==> src/design/bridge_ctl_pkg.sv <==
// Constants for the upper half of the bridge control register
package bridge_ctl_pkg;
  // ----------------------------------------------------------------
  // Configuration access
  // ----------------------------------------------------------------
  localparam logic [5:0] BRIDGE_CONTROL_DWORD = 6'h0f;
  localparam logic [31:0] BRIDGE_CONTROL_RESET = 32'h0000_0000;
  // ----------------------------------------------------------------
  // Field positions
  // ----------------------------------------------------------------
  localparam int VGA_EN_BIT = 19;
  localparam int RSVD_20_BIT = 20;
  localparam int MA_MODE_BIT = 21;
  localparam int SEC_RESET_BIT = 22;
  localparam int FAST_B2B_BIT = 23;
  localparam int P_TO_SEL_BIT = 24;
  localparam int S_TO_SEL_BIT = 25;
  localparam int TO_STATUS_BIT = 26;
  localparam int TO_SERR_EN_BIT = 27;
  localparam logic [31:0] WRITE_MASK = 32'h0b68_0000;
  // ----------------------------------------------------------------
  // Legacy video decode and master abort read data
  // ----------------------------------------------------------------
  localparam logic [14:0] VGA_MEM_TOP = 15'h0005;
  localparam logic [9:0] VGA_IO_A_LO = 10'h3b0;
  localparam logic [9:0] VGA_IO_A_HI = 10'h3bb;
  localparam logic [9:0] VGA_IO_B_LO = 10'h3c0;
  localparam logic [9:0] VGA_IO_B_HI = 10'h3df;
  localparam logic [31:0] ABORT_READ_DATA = 32'hffff_ffff;
  // ----------------------------------------------------------------
  // Master time-out lengths in PCI clock cycles
  // ----------------------------------------------------------------
  localparam int TO_CNT_W = 16;
  localparam int TO_LONG_CYCLES = 32768;
  localparam int TO_SHORT_CYCLES = 1024;
endpackage

==> src/design/bridge_ctl_upper.sv <==
// Upper half of the bridge control register and the logic its fields steer
// Summary of operation
// - VGA off: primary VGA cycles ignored unless in I/O window with ISA mode 0.
// - VGA on: claim memory 0xA0000-0xBFFFF downstream when memory enabled, regardless of windows or ISA mode.
// - VGA on: claim I/O 3B0-3BB, 3C0-3DF when I/O enabled, bits 15:10 ignored, upper 16 zero.
// - VGA on: secondary-bus VGA memory and I/O cycles are never claimed.
// - Abort mode 0: delayed cycles end with ready, reads all ones, posted no error.
// - Abort mode 1: delayed cycles get target abort; posted raises error if enabled.
// - Secondary reset bit drives the secondary reset output directly.
// - Secondary reset clears secondary time-out and claims, not primary or registers.
// - Fast back-to-back bit reads zero; never generated on secondary bus.
// - Primary time-out bit: 0 gives 2^15 cycles, 1 gives 2^10.
// - Counter starts with completion at queue head; expiry discards the transaction.
// - Secondary time-out bit uses the same encoding as the primary one.
// - Time-out status sets on discard; write 1 clears, write 0 keeps.
// - Time-out error enable plus command error enable raises error on discard.
// - Bits 20 and 31:28 are read-only zero.
`timescale 1ns/1ps
module bridge_ctl_upper #(
  parameter int TO_LONG = bridge_ctl_pkg::TO_LONG_CYCLES,
  parameter int TO_SHORT = bridge_ctl_pkg::TO_SHORT_CYCLES
) (
  input wire logic clock,
  input wire logic rst,
  input wire logic cfg_wr,
  input wire logic cfg_rd,
  input wire logic [5:0] cfg_dword,
  input wire logic [3:0] cfg_be_n,
  input wire logic [31:0] cfg_wdata,
  output logic [31:0] cfg_rdata,
  output logic cfg_rvalid,
  input wire logic cmd_io_en,
  input wire logic cmd_mem_en,
  input wire logic cmd_serr_en,
  input wire logic isa_mode,
  input wire logic p_dec_valid,
  input wire logic p_dec_io,
  input wire logic [31:0] p_dec_addr,
  input wire logic p_window_hit,
  output logic p_claim,
  input wire logic s_dec_valid,
  input wire logic s_dec_io,
  input wire logic [31:0] s_dec_addr,
  input wire logic s_window_hit,
  output logic s_claim,
  input wire logic ma_event,
  input wire logic ma_delayed,
  input wire logic ma_read,
  output logic ma_ready,
  output logic ma_target_abort,
  output logic [31:0] ma_rdata,
  input wire logic p_dtc_head,
  input wire logic p_retry,
  output logic p_discard,
  input wire logic s_dtc_head,
  input wire logic s_retry,
  output logic s_discard,
  output logic sec_reset_out,
  output logic sec_fast_b2b,
  output logic primary_system_error_out
);
  // ----------------------------------------------------------------
  // State
  // ----------------------------------------------------------------
  typedef struct packed {
    logic [31:0] ctl;
    logic [31:0] rdata;
    logic rvalid;
    logic p_claim;
    logic s_claim;
    logic ma_ready;
    logic ma_tabort;
    logic [31:0] ma_rdata;
    logic [bridge_ctl_pkg::TO_CNT_W-1:0] p_cnt;
    logic p_done;
    logic p_discard;
    logic [bridge_ctl_pkg::TO_CNT_W-1:0] s_cnt;
    logic s_done;
    logic s_discard;
    logic serr;
  } state_t;

  state_t state_ff;
  state_t nxt_state;

  localparam logic [bridge_ctl_pkg::TO_CNT_W:0] LONG_LAST =
    (bridge_ctl_pkg::TO_CNT_W+1)'(TO_LONG - 1);
  localparam logic [bridge_ctl_pkg::TO_CNT_W:0] SHORT_LAST =
    (bridge_ctl_pkg::TO_CNT_W+1)'(TO_SHORT - 1);

  // ----------------------------------------------------------------
  // Helpers
  // ----------------------------------------------------------------
  function automatic logic vga_hit(input logic io, input logic [31:0] a);
    logic [9:0] lo;
    lo = a[9:0];
    if (io) begin
      vga_hit = (a[31:16] == 16'h0000) &&
        (((lo >= bridge_ctl_pkg::VGA_IO_A_LO) && (lo <= bridge_ctl_pkg::VGA_IO_A_HI)) ||
         ((lo >= bridge_ctl_pkg::VGA_IO_B_LO) && (lo <= bridge_ctl_pkg::VGA_IO_B_HI)));
    end else begin
      vga_hit = (a[31:17] == bridge_ctl_pkg::VGA_MEM_TOP);
    end
  endfunction

  // Returns {expire, next count}; a finished wait idles until the head drops or a retry arrives
  function automatic logic [bridge_ctl_pkg::TO_CNT_W:0] to_step(
    input logic [bridge_ctl_pkg::TO_CNT_W-1:0] cnt,
    input logic head,
    input logic retry,
    input logic done,
    input logic short_sel
  );
    logic [bridge_ctl_pkg::TO_CNT_W:0] last;
    last = short_sel ? SHORT_LAST : LONG_LAST;
    if (!head || retry || done) begin
      to_step = '0;
    end else if ({1'b0, cnt} == last) begin
      to_step = {1'b1, {bridge_ctl_pkg::TO_CNT_W{1'b0}}};
    end else begin
      to_step = {1'b0, cnt + 1'b1};
    end
  endfunction

  // ----------------------------------------------------------------
  // Next state
  // ----------------------------------------------------------------
  logic [31:0] wmask;
  logic [31:0] rd_view;
  logic hit_cfg;
  logic p_vga;
  logic s_vga;
  logic vga_on;
  logic [bridge_ctl_pkg::TO_CNT_W:0] p_step;
  logic [bridge_ctl_pkg::TO_CNT_W:0] s_step;
  logic to_evt;

  always_comb begin
    nxt_state = state_ff;
    hit_cfg = (cfg_dword == bridge_ctl_pkg::BRIDGE_CONTROL_DWORD);
    wmask = {{8{~cfg_be_n[3]}}, {8{~cfg_be_n[2]}}, 16'h0000} & bridge_ctl_pkg::WRITE_MASK;
    vga_on = state_ff.ctl[bridge_ctl_pkg::VGA_EN_BIT];
    // Register writes; reserved and fast back-to-back bits never store
    if (cfg_wr && hit_cfg) begin
      nxt_state.ctl = (state_ff.ctl & ~wmask) | (cfg_wdata & wmask);
    end
    // Read view: lower half belongs elsewhere, reserved bits zero
    rd_view = state_ff.ctl & bridge_ctl_pkg::WRITE_MASK;
    rd_view[bridge_ctl_pkg::FAST_B2B_BIT] = 1'b0;
    rd_view[bridge_ctl_pkg::TO_STATUS_BIT] = state_ff.ctl[bridge_ctl_pkg::TO_STATUS_BIT];
    nxt_state.rvalid = cfg_rd;
    nxt_state.rdata = (cfg_rd && hit_cfg) ? rd_view : 32'h0000_0000;

    // Primary decode
    p_vga = vga_hit(p_dec_io, p_dec_addr);
    if (!p_dec_valid) begin
      nxt_state.p_claim = 1'b0;
    end else if (p_vga && vga_on) begin
      nxt_state.p_claim = p_dec_io ? cmd_io_en : cmd_mem_en;
    end else if (p_vga) begin
      nxt_state.p_claim = p_dec_io && p_window_hit && !isa_mode;
    end else begin
      nxt_state.p_claim = p_window_hit;
    end

    // Secondary decode, dead while the secondary side is in reset
    s_vga = vga_hit(s_dec_io, s_dec_addr);
    nxt_state.s_claim = s_dec_valid && s_window_hit && !(vga_on && s_vga) &&
      !state_ff.ctl[bridge_ctl_pkg::SEC_RESET_BIT];

    // Master abort completion
    nxt_state.ma_ready = 1'b0;
    nxt_state.ma_tabort = 1'b0;
    nxt_state.ma_rdata = 32'h0000_0000;
    nxt_state.serr = 1'b0;
    if (ma_event && ma_delayed) begin
      if (state_ff.ctl[bridge_ctl_pkg::MA_MODE_BIT]) begin
        nxt_state.ma_tabort = 1'b1;
      end else begin
        nxt_state.ma_ready = 1'b1;
        nxt_state.ma_rdata = ma_read ? bridge_ctl_pkg::ABORT_READ_DATA : 32'h0000_0000;
      end
    end
    if (ma_event && !ma_delayed && state_ff.ctl[bridge_ctl_pkg::MA_MODE_BIT] &&
        cmd_serr_en) begin
      nxt_state.serr = 1'b1;
    end

    // Delayed completion time-outs
    p_step = to_step(state_ff.p_cnt, p_dtc_head, p_retry, state_ff.p_done,
      state_ff.ctl[bridge_ctl_pkg::P_TO_SEL_BIT]);
    s_step = to_step(state_ff.s_cnt, s_dtc_head, s_retry, state_ff.s_done,
      state_ff.ctl[bridge_ctl_pkg::S_TO_SEL_BIT]);
    if (state_ff.ctl[bridge_ctl_pkg::SEC_RESET_BIT]) begin
      s_step = '0;
    end
    nxt_state.p_cnt = p_step[bridge_ctl_pkg::TO_CNT_W-1:0];
    nxt_state.s_cnt = s_step[bridge_ctl_pkg::TO_CNT_W-1:0];
    nxt_state.p_discard = p_step[bridge_ctl_pkg::TO_CNT_W];
    nxt_state.s_discard = s_step[bridge_ctl_pkg::TO_CNT_W];
    nxt_state.p_done = p_dtc_head && !p_retry && (state_ff.p_done || p_step[bridge_ctl_pkg::TO_CNT_W]);
    nxt_state.s_done = s_dtc_head && !s_retry && !state_ff.ctl[bridge_ctl_pkg::SEC_RESET_BIT] &&
      (state_ff.s_done || s_step[bridge_ctl_pkg::TO_CNT_W]);

    // Status: write 1 clears, a discard in the same cycle wins
    to_evt = state_ff.p_discard || state_ff.s_discard;
    if (cfg_wr && hit_cfg && !cfg_be_n[3] && cfg_wdata[bridge_ctl_pkg::TO_STATUS_BIT]) begin
      nxt_state.ctl[bridge_ctl_pkg::TO_STATUS_BIT] = 1'b0;
    end
    if (to_evt) begin
      nxt_state.ctl[bridge_ctl_pkg::TO_STATUS_BIT] = 1'b1;
      if (state_ff.ctl[bridge_ctl_pkg::TO_SERR_EN_BIT] && cmd_serr_en) begin
        nxt_state.serr = 1'b1;
      end
    end
  end

  always_ff @(posedge clock or posedge rst) begin
    if (rst) begin
      state_ff <= '0;
    end else begin
      state_ff <= nxt_state;
    end
  end

  // ----------------------------------------------------------------
  // Outputs
  // ----------------------------------------------------------------
  assign cfg_rdata = state_ff.rdata;
  assign cfg_rvalid = state_ff.rvalid;
  assign p_claim = state_ff.p_claim;
  assign s_claim = state_ff.s_claim;
  assign ma_ready = state_ff.ma_ready;
  assign ma_target_abort = state_ff.ma_tabort;
  assign ma_rdata = state_ff.ma_rdata;
  assign p_discard = state_ff.p_discard;
  assign s_discard = state_ff.s_discard;
  assign sec_reset_out = state_ff.ctl[bridge_ctl_pkg::SEC_RESET_BIT];
  assign sec_fast_b2b = state_ff.ctl[bridge_ctl_pkg::FAST_B2B_BIT];
  assign primary_system_error_out = state_ff.serr;

  // ----------------------------------------------------------------
  // Checks
  // ----------------------------------------------------------------
  property p_vga_mem;
    @(posedge clock) disable iff (rst)
    (p_dec_valid && !p_dec_io && p_dec_addr[31:17] == 15'h0005 && cmd_mem_en &&
     state_ff.ctl[19]) |=> p_claim;
  endproperty
  a_vga_mem: assert property (p_vga_mem) else $error("vga memory not claimed");

  property p_vga_off;
    @(posedge clock) disable iff (rst)
    (p_dec_valid && !p_dec_io && p_dec_addr[31:17] == 15'h0005 && !state_ff.ctl[19])
      |=> !p_claim;
  endproperty
  a_vga_off: assert property (p_vga_off) else $error("vga memory claimed while off");

  property p_sec_vga;
    @(posedge clock) disable iff (rst)
    (s_dec_valid && s_dec_io && s_dec_addr == 32'h0000_03c4 && state_ff.ctl[19]) |=> !s_claim;
  endproperty
  a_sec_vga: assert property (p_sec_vga) else $error("secondary vga claimed");

  property p_ma_normal;
    @(posedge clock) disable iff (rst)
    (ma_event && ma_delayed && ma_read && !state_ff.ctl[21]) |=>
      (ma_ready && !ma_target_abort && ma_rdata == 32'hffff_ffff);
  endproperty
  a_ma_normal: assert property (p_ma_normal) else $error("abort read not all ones");

  property p_ma_abort;
    @(posedge clock) disable iff (rst)
    (ma_event && ma_delayed && state_ff.ctl[21]) |=> (ma_target_abort && !ma_ready);
  endproperty
  a_ma_abort: assert property (p_ma_abort) else $error("no target abort");

  property p_sec_rst;
    @(posedge clock) disable iff (rst)
    (cfg_wr && cfg_dword == 6'h0f && !cfg_be_n[2]) |=> (sec_reset_out == $past(cfg_wdata[22]));
  endproperty
  a_sec_rst: assert property (p_sec_rst) else $error("secondary reset not following bit");

  property p_sec_quiet;
    @(posedge clock) disable iff (rst)
    (sec_reset_out && $past(sec_reset_out)) |-> (!s_discard && !s_claim);
  endproperty
  a_sec_quiet: assert property (p_sec_quiet) else $error("secondary active in reset");

  property p_rsvd;
    @(posedge clock) disable iff (rst)
    cfg_rvalid |-> (cfg_rdata[31:28] == 4'h0 && !cfg_rdata[20] && !cfg_rdata[23] && !sec_fast_b2b);
  endproperty
  a_rsvd: assert property (p_rsvd) else $error("reserved bits nonzero");

  property p_status;
    @(posedge clock) disable iff (rst)
    (p_discard || s_discard) |=> state_ff.ctl[26];
  endproperty
  a_status: assert property (p_status) else $error("status not set on discard");

  property p_serr_to;
    @(posedge clock) disable iff (rst)
    ((p_discard || s_discard) && state_ff.ctl[27] && cmd_serr_en) |=> primary_system_error_out;
  endproperty
  a_serr_to: assert property (p_serr_to) else $error("no error on time-out");

  property p_no_serr;
    @(posedge clock) disable iff (rst)
    (!p_discard && !s_discard && !(ma_event && !ma_delayed)) |=> !primary_system_error_out;
  endproperty
  a_no_serr: assert property (p_no_serr) else $error("spurious system error");

  property p_retry_clr;
    @(posedge clock) disable iff (rst)
    (p_retry || !p_dtc_head) |=> (state_ff.p_cnt == 16'h0000 && !p_discard);
  endproperty
  a_retry_clr: assert property (p_retry_clr) else $error("counter not cleared");
endmodule

==> config.mk <==
export PLATFORM = sky130hd
export DESIGN_NAME = bridge_ctl_upper
export DESIGN_NICKNAME = d
export VERILOG_FILES = /design/src/design/bridge_ctl_pkg.sv /design/src/design/bridge_ctl_upper.sv
export SDC_FILE = /design/constraint.sdc
export NUM_CORES = 1
export LEC_CHECK = 0
export BUFFER_PORTS_ARGS = -buffer_cell sky130_fd_sc_hd__buf_2
export CORE_MARGIN = 1
export CORE_UTILIZATION = 45
export CTS_BUF_LIST = sky130_fd_sc_hd__clkbuf_2
export DETAILED_ROUTE_END_ITERATION = 10
export GPL_ROUTABILITY_DRIVEN = 0
export PLACE_DENSITY_LB_ADDON = 0.1
export SKIP_LAST_GASP = 1
export SLEW_MARGIN = 20
export SYNTH_ARGS = -nofsm -noshare
export SYNTH_HDL_FRONTEND = slang
export SYNTH_SLANG_ARGS = --single-unit
==> constraint.sdc <==
create_clock -name clock -period 2 [get_ports clock]
set_input_delay 0 -clock clock [delete_from_list [all_inputs] [get_ports clock]]
set_output_delay 0 -clock clock [all_outputs]
set_load 0.1 [all_outputs]
==> flow_summary.toml, run 1 <==
[sta]
rsz_0062_raised_after_global_routing = "false"
setup-violations-final = 0
fin_worst_skew_ns = 0.01279
layout_min_cycle_time_ns = 1.749
timing.final.ws_setup_ns = 0.2506
timing.setup.tns_ns = 0
timing.slew.headroom = 0.5910
worst_slew_pin_slew_ns = 0.6049
fmax_mhz = 571.6
final_hold_viol_count = 0
layout_worst_path_cycle_share = 0.8747
fin_max_slew_vios = 0

[power_and_ir_drop]
worst_ir_drop_vdd_mv = 0.2167
pwr_dens_nw_per_um2 = 587.6
p_leak_nw = 2.203
p_total_mw = 2.501

[run_status]
outcome = "completed"

[yosys]
synth_area_leaders = "dfrtp_1 43%, buf_4 15%, xor2_1 5.8%, nor3_2 3.0%, nor2_1 2.4%"
synth.area.mux_share = 0.02016
netlist.area_leader.share = 0.4257
dominant_cell_by_count_in_the_synthesized_netlist = "buf_4"
async_flop_share = 1.000
synth_top_family_by_area = "simple AND/OR/NAND/NOR gates"
synth-seq-area-share = 0.4257
synth_seq_cells = 57
yosysUniqueCellTypes = 55
synth_cells = 324
yosys.area_share.adder = 0.007468
synth_compound_area_frac = 0.06609
post_synth_design_cell_area_sq_um = 3351
synth_top_cells_by_count = "66 x buf_4, 57 x dfrtp_1, 22 x xor2_1"
synth.yosys.warnings = 0
ys_dominant_reg_cell = "dfrtp_1"
yosys.area_share.simple = 0.2498
synthXorXnorAreaFrac = 0.06273
post-synth-top-area-cell = "dfrtp_1"
average_cell_area_after_synthesis_sq_um = 10.34
edff_count_synth = 0

[global_route]
gr-usage-all-layers = 0.1966
grt_pass1_vias = 2588
grt_pass1_wl_mm = 11.63
grt-ovfl-total = 0
grt_antenna_before_repair = 0
grt_max_degree = 33

[placed_design]
postPlaceCellArea_sq_um = 3761
dp_hpwl_mm = 5.051
dp_worst_setup_slack_ns = 0.2434
dpl.cell_count = 514
count_of_buffers_from_port_buffering = 131

[clocking]
cts.clk_slew.worst_paths_ns = 0.16
worst_skew_pair.late_latency_ns = 0.46
tritoncts_num_sinks = 57
cts_buffer_depth = 2
cts-root-buf = "clkbuf_2"
h_tree_lvl_count = 3
tritoncts.num_buffers = 9
clock_tree_from_tritoncts = "built"
cts_setup_buffers = 0

[layout]
post_route_cells_drive_above_1_share = 0.3898
fin_area_sq_um = 4257
final-instance-count-excl-fill = 571
fin_nets = 597
antenna_cells_inserted = 0
layout_area_growth_over_synthesis_pct = 27.04

[worst_setup_path]
crit_arrival_ns = 2.10
setup_cp_type = "reg -> reg"
crit_end_category = "flip-flop"
setup.worst_path.start_class = "flip-flop"
path_max_fanout = 9
crit_required_ns = 2.35

[floorplan]
die_outline_area_sq_um = 7795
number_of_core_rows = 31
die_height_microns = 88.29
die_width_microns = 88.29
core_sq_um = 7214
io_pins = 201
floorplan.initialDensity = 0.4644

[drt]
drc = 0
final_wirelength_mm = 7.048
wire_per_inst_microns = 12.34
via_count = 2709
vias_per_cell = 4.744
number_of_design_rule_violations_left_by_the_first_detailed_router_iteration = 55
drt.antenna.violating_nets = 0
detail_route.first_pass.iterations = 4

[hold_path]
hold_path.class = "in -> reg"

[flow_run]
cap_violations = 0
[where the power goes]
part / internal [mW] / total (mW) / switching (mW)
sequential: 1.17 / 1.19 / 0.0199
combinational: 0.176 / 0.751 / 0.574
clock: 0.150 / 0.557 / 0.407
[cell usage in the layout (no fill, tap or decap), types with 3 or more instances in the layout]
cell and count:
buf_2 131, dfrtp_1 56, dlygate4sd3_1 42, conb_1 26, xor2_1 22, nor2_1 21
nand2_1 18, nand4_1 11, nor3_2 10, and2_1 10, nand3_1 10, clkbuf_2 10
nor3_1 7, and3_1 6, mux2_2 6, and4_1 5, o21ai_0 5, nor4_1 5
nor2b_1 5, buf_4 5, inv_1 4, nor4b_1 4, clkinv_2 4, nand3b_1 3
or3_1 3
[cell type report]
type	count	area, sq um
Fill cell	655	2958
Clock inverter	5	23.77
Sequential cell	57	1428
Inverter	5	18.77
Timing Repair Buffer	180	1154
Tap cell	99	123.9
Clock buffer	10	50.05
Multi-Input combinational cell	215	1459
[routing by layer]
layer	vias to the layer above	track usage	part of all wire	wire length, microns
met5	-	0	0	0
met4	0	0.09824	0.028	194
met3	13	0.03825	0.059	417
met2	116	0.3531	0.51	3578
met1	1247	0.2223	0.41	2857
li1	1333	-	-	-
[path summary, 6_finish.rpt]
path | endpoint | slack, ns | cells past startpoint | from
max reg2reg | state_ff[12] | 0.25 | 5 | state_ff[3]
min reg2reg | state_ff[3] | 0.46 | 1 | state_ff[3]
max in group asynchronous | ma_rdata[30] | 1.31 | 4 | rst
max | state_ff[12] | 0.25 | 5 | state_ff[3]
min | cfg_rdata[19] | 0.07 | 4 | cfg_dword[4]
min in group asynchronous | state_ff[21] | 0.13 | 3 | rst
[cells by family (layout without fill, tap and decap cells)]
family                     after synthesis  in the layout
other                                    1             26
adders and majority gates                2              2
and+or+nand+nor                        131            131
AOI/OAI and AO/OA                       26             26
muxes                                    6              6
xor gates and xnor gates                24             24
DFF                                     57             57
buffers and inverters                   77            200
[critical path: stages (launching register included)]
cell and delay (ns):
dfrtp_1 0.40, ha_1 0.34, nand3_2 0.21, o31ai_4 0.41, buf_4 0.24, nor2_1 0.06
[per-stage QoR]
step | hold WS (ns) | utilization
4_1_cts | 0.03685 | 0.5898
3_5_place_dp | 0.09499 | 0.5213
2_1_floorplan | 0.03143 | -
5_1_grt | 0.1016 | 0.5900
6_report | 0.07325 | 0.5900
3_3_place_gp | 0.09405 | 0.5213
[timing repair]
action                     in CTS  in global routing
setup endpoints to repair       0                 13
resized for setup               0                  1
hold buffers                   42                  0
hold endpoints to repair       72                  0
Power figures use the tool's default switching activity.
==> run 2, diff against run 1 <==
- CORE_MARGIN: 1 -> 3
==> run 2 against run 1 <==
Fmax down 4.0%. Routed wire length up 2.2%. Power up 11%. Global-route usage down 2.0 points. Non-clock buffer count up 2. Critical endpoint is now s_claim. First-iteration DRC count up 89%. Worst setup slack worse by 0.072 ns. Sequential share of layout area down 0.49 points. Clock power up 50%. Die area up 9.3%.
==> flow_summary.toml, run 2 (synthesized netlist as in run 1, its figures left out) <==
[worst_setup_path]
setup_cp_type = "reg -> reg"
path_max_fanout = 5
crit_arrival_ns = 2.20
timing.critical_path.cells = "nor4b_1 -> nand2_1 -> nor4_1 -> a211oi_1 -> dlygate4sd3_1"
path_delay_family = "simple AND/OR/NAND/NOR gates"
crit_required_ns = 2.38
crit_end_category = "flip-flop"
worst_path_largest_cell_delay_ns = 0.56
cp_num_buf_inv = 1
crit_path_slowest_cell = "dlygate4sd3_1"
setup.worst_path.start_class = "flip-flop"

[sta]
rsz_0062_raised_after_global_routing = "false"
setup-violations-final = 0
fin_worst_skew_ns = 0.01951
worst_slew_pin_slew_ns = 0.6444
timing.final.ws_setup_ns = 0.1783
timing.slew.headroom = 0.5644
layout_min_cycle_time_ns = 1.822
final_hold_viol_count = 0
whs_ns = 0.04583
layout_worst_path_cycle_share = 0.9109
fin_max_slew_vios = 0
fmax_mhz = 548.9
timing.setup.tns_ns = 0

[placed_design]
postPlaceCellArea_sq_um = 3737
dp_worst_setup_slack_ns = 0.3468
count_of_buffers_from_port_buffering = 131
dp_hpwl_mm = 5.281

[clocking]
cts.clk_slew.worst_paths_ns = 0.17
cts-root-buf = "clkbuf_2"
tritoncts_num_sinks = 57
worst_skew_pair.late_latency_ns = 0.48
cts_buffer_depth = 2
h_tree_lvl_count = 3
tritoncts.num_buffers = 9
clock_tree_from_tritoncts = "built"

[layout]
layout_common_cells = "131 x buf_2, 56 x dfrtp_1, 45 x dlygate4sd3_1, 26 x conb_1, 22 x xor2_1"
layout_area_growth_over_synthesis_pct = 28.90
post_route_cells_drive_above_1_share = 0.3832
fin_nets = 599
fin_area_sq_um = 4319
final_common_cell = "buf_2"
antenna_cells_inserted = 0

[floorplan]
io_pins = 201
core_sq_um = 7019
floorplan.initialDensity = 0.4774
die_width_microns = 92.29
number_of_core_rows = 30
die_outline_area_sq_um = 8517
die_height_microns = 92.29

[drt]
drt.antenna.violating_nets = 0
detail_route.first_pass.iterations = 4
vias_per_cell = 4.813
final_wirelength_mm = 7.203
number_of_design_rule_violations_left_by_the_first_detailed_router_iteration = 104
wire_per_inst_microns = 12.61
drc = 0
via_count = 2748

[global_route]
gr-usage-all-layers = 0.1761
grt_antenna_before_repair = 0
grt_pass1_vias = 2685
grt_max_degree = 33
grt-ovfl-total = 0
grt_pass1_wl_mm = 11.94

[flow_run]
cap_violations = 0

[power_and_ir_drop]
p_total_mw = 2.783
worst_ir_drop_vdd_mv = 0.3487
pwr_dens_nw_per_um2 = 644.3
p_leak_nw = 2.226

[hold_path]
hold_path.class = "in -> reg"

[run_status]
outcome = "completed"
run 2: cell types whose count changed in the layout (fill, tap and decap cells not counted):
cell / previous run / this run
clkinv_2: 4 / 1
dlygate4sd3_1: 42 / 45
bufinv_16: 0 / 2
clkinv_1: 1 / 3
buf_12: 2 / 1
clkbuf_2: 10 / 9
clkinv_4: 0 / 1
run 2: layer usage:
layer | global-route usage | wire length [microns] | up-vias
met4 | 0.07550 | 143 | 0
met1 | 0.2043 | 2980 | 1276
li1 | - | - | 1341
met2 | 0.3023 | 3540 | 117
met5 | 0 | 0 | -
met3 | 0.05199 | 539 | 14
run 2: cell type report:
type                       count  area (sq um)
clock inverter                 7         85.08
fill                         614          2700
sequential                    57          1428
clock buffer                   9         45.04
multi-input combinational    215          1459
timing repair buffer         182          1164
inverter                       5         18.77
tap                           96         120.1
run 2: power breakdown:
part	total [mW]	internal, mW	leakage (nW)	switching [mW]
combinational	0.753	0.180	1.37	0.573
sequential	1.19	1.17	0.780	0.0187
clock	0.838	0.402	0.0784	0.436
total	2.78	1.76	2.23	1.03
run 2: worst paths after layout:
| kind | slack, ns | to | cells after the start | start |
|---|---|---|---|---|
| setup / recovery | 0.18 | s_claim | 5 | flip-flop |
| hold / removal | 0.05 | cfg_rdata[24] | 4 | cfg_dword[4] |
| setup reg to reg | 0.18 | s_claim | 5 | flip-flop |
| hold reg to reg | 0.46 | state_ff[3] | 1 | state_ff[3] |
| max in group asynchronous | 1.32 | ma_rdata[30] | 4 | rst |
| min in group asynchronous | 0.09 | state_ff[22] | 3 | rst |
run 2: metrics by stage:
| stage | util | cells |
|---|---|---|
| after floorplan | - | 349 |
| after global placement | 0.5324 | 510 |
| after detailed placement | 0.5324 | 510 |
| after CTS | 0.6152 | 571 |
| after global routing | 0.6153 | 571 |
| final | 0.6153 | 571 |
run 2: repair_timing:
item	in CTS	in global routing
endpoints found under the setup margin	0	12
gates resized for setup	0	1
buffers inserted	0	0
hold endpoints to repair	92	0
hold buffers	45	0
run 2: worst reg2reg max path, cell delays in order, from the launching register on:
cell,delay (ns)
dfrtp_1,0.44
nor4b_1,0.28
nand2_1,0.12
nor4_1,0.22
a211oi_1,0.11
dlygate4sd3_1,0.56
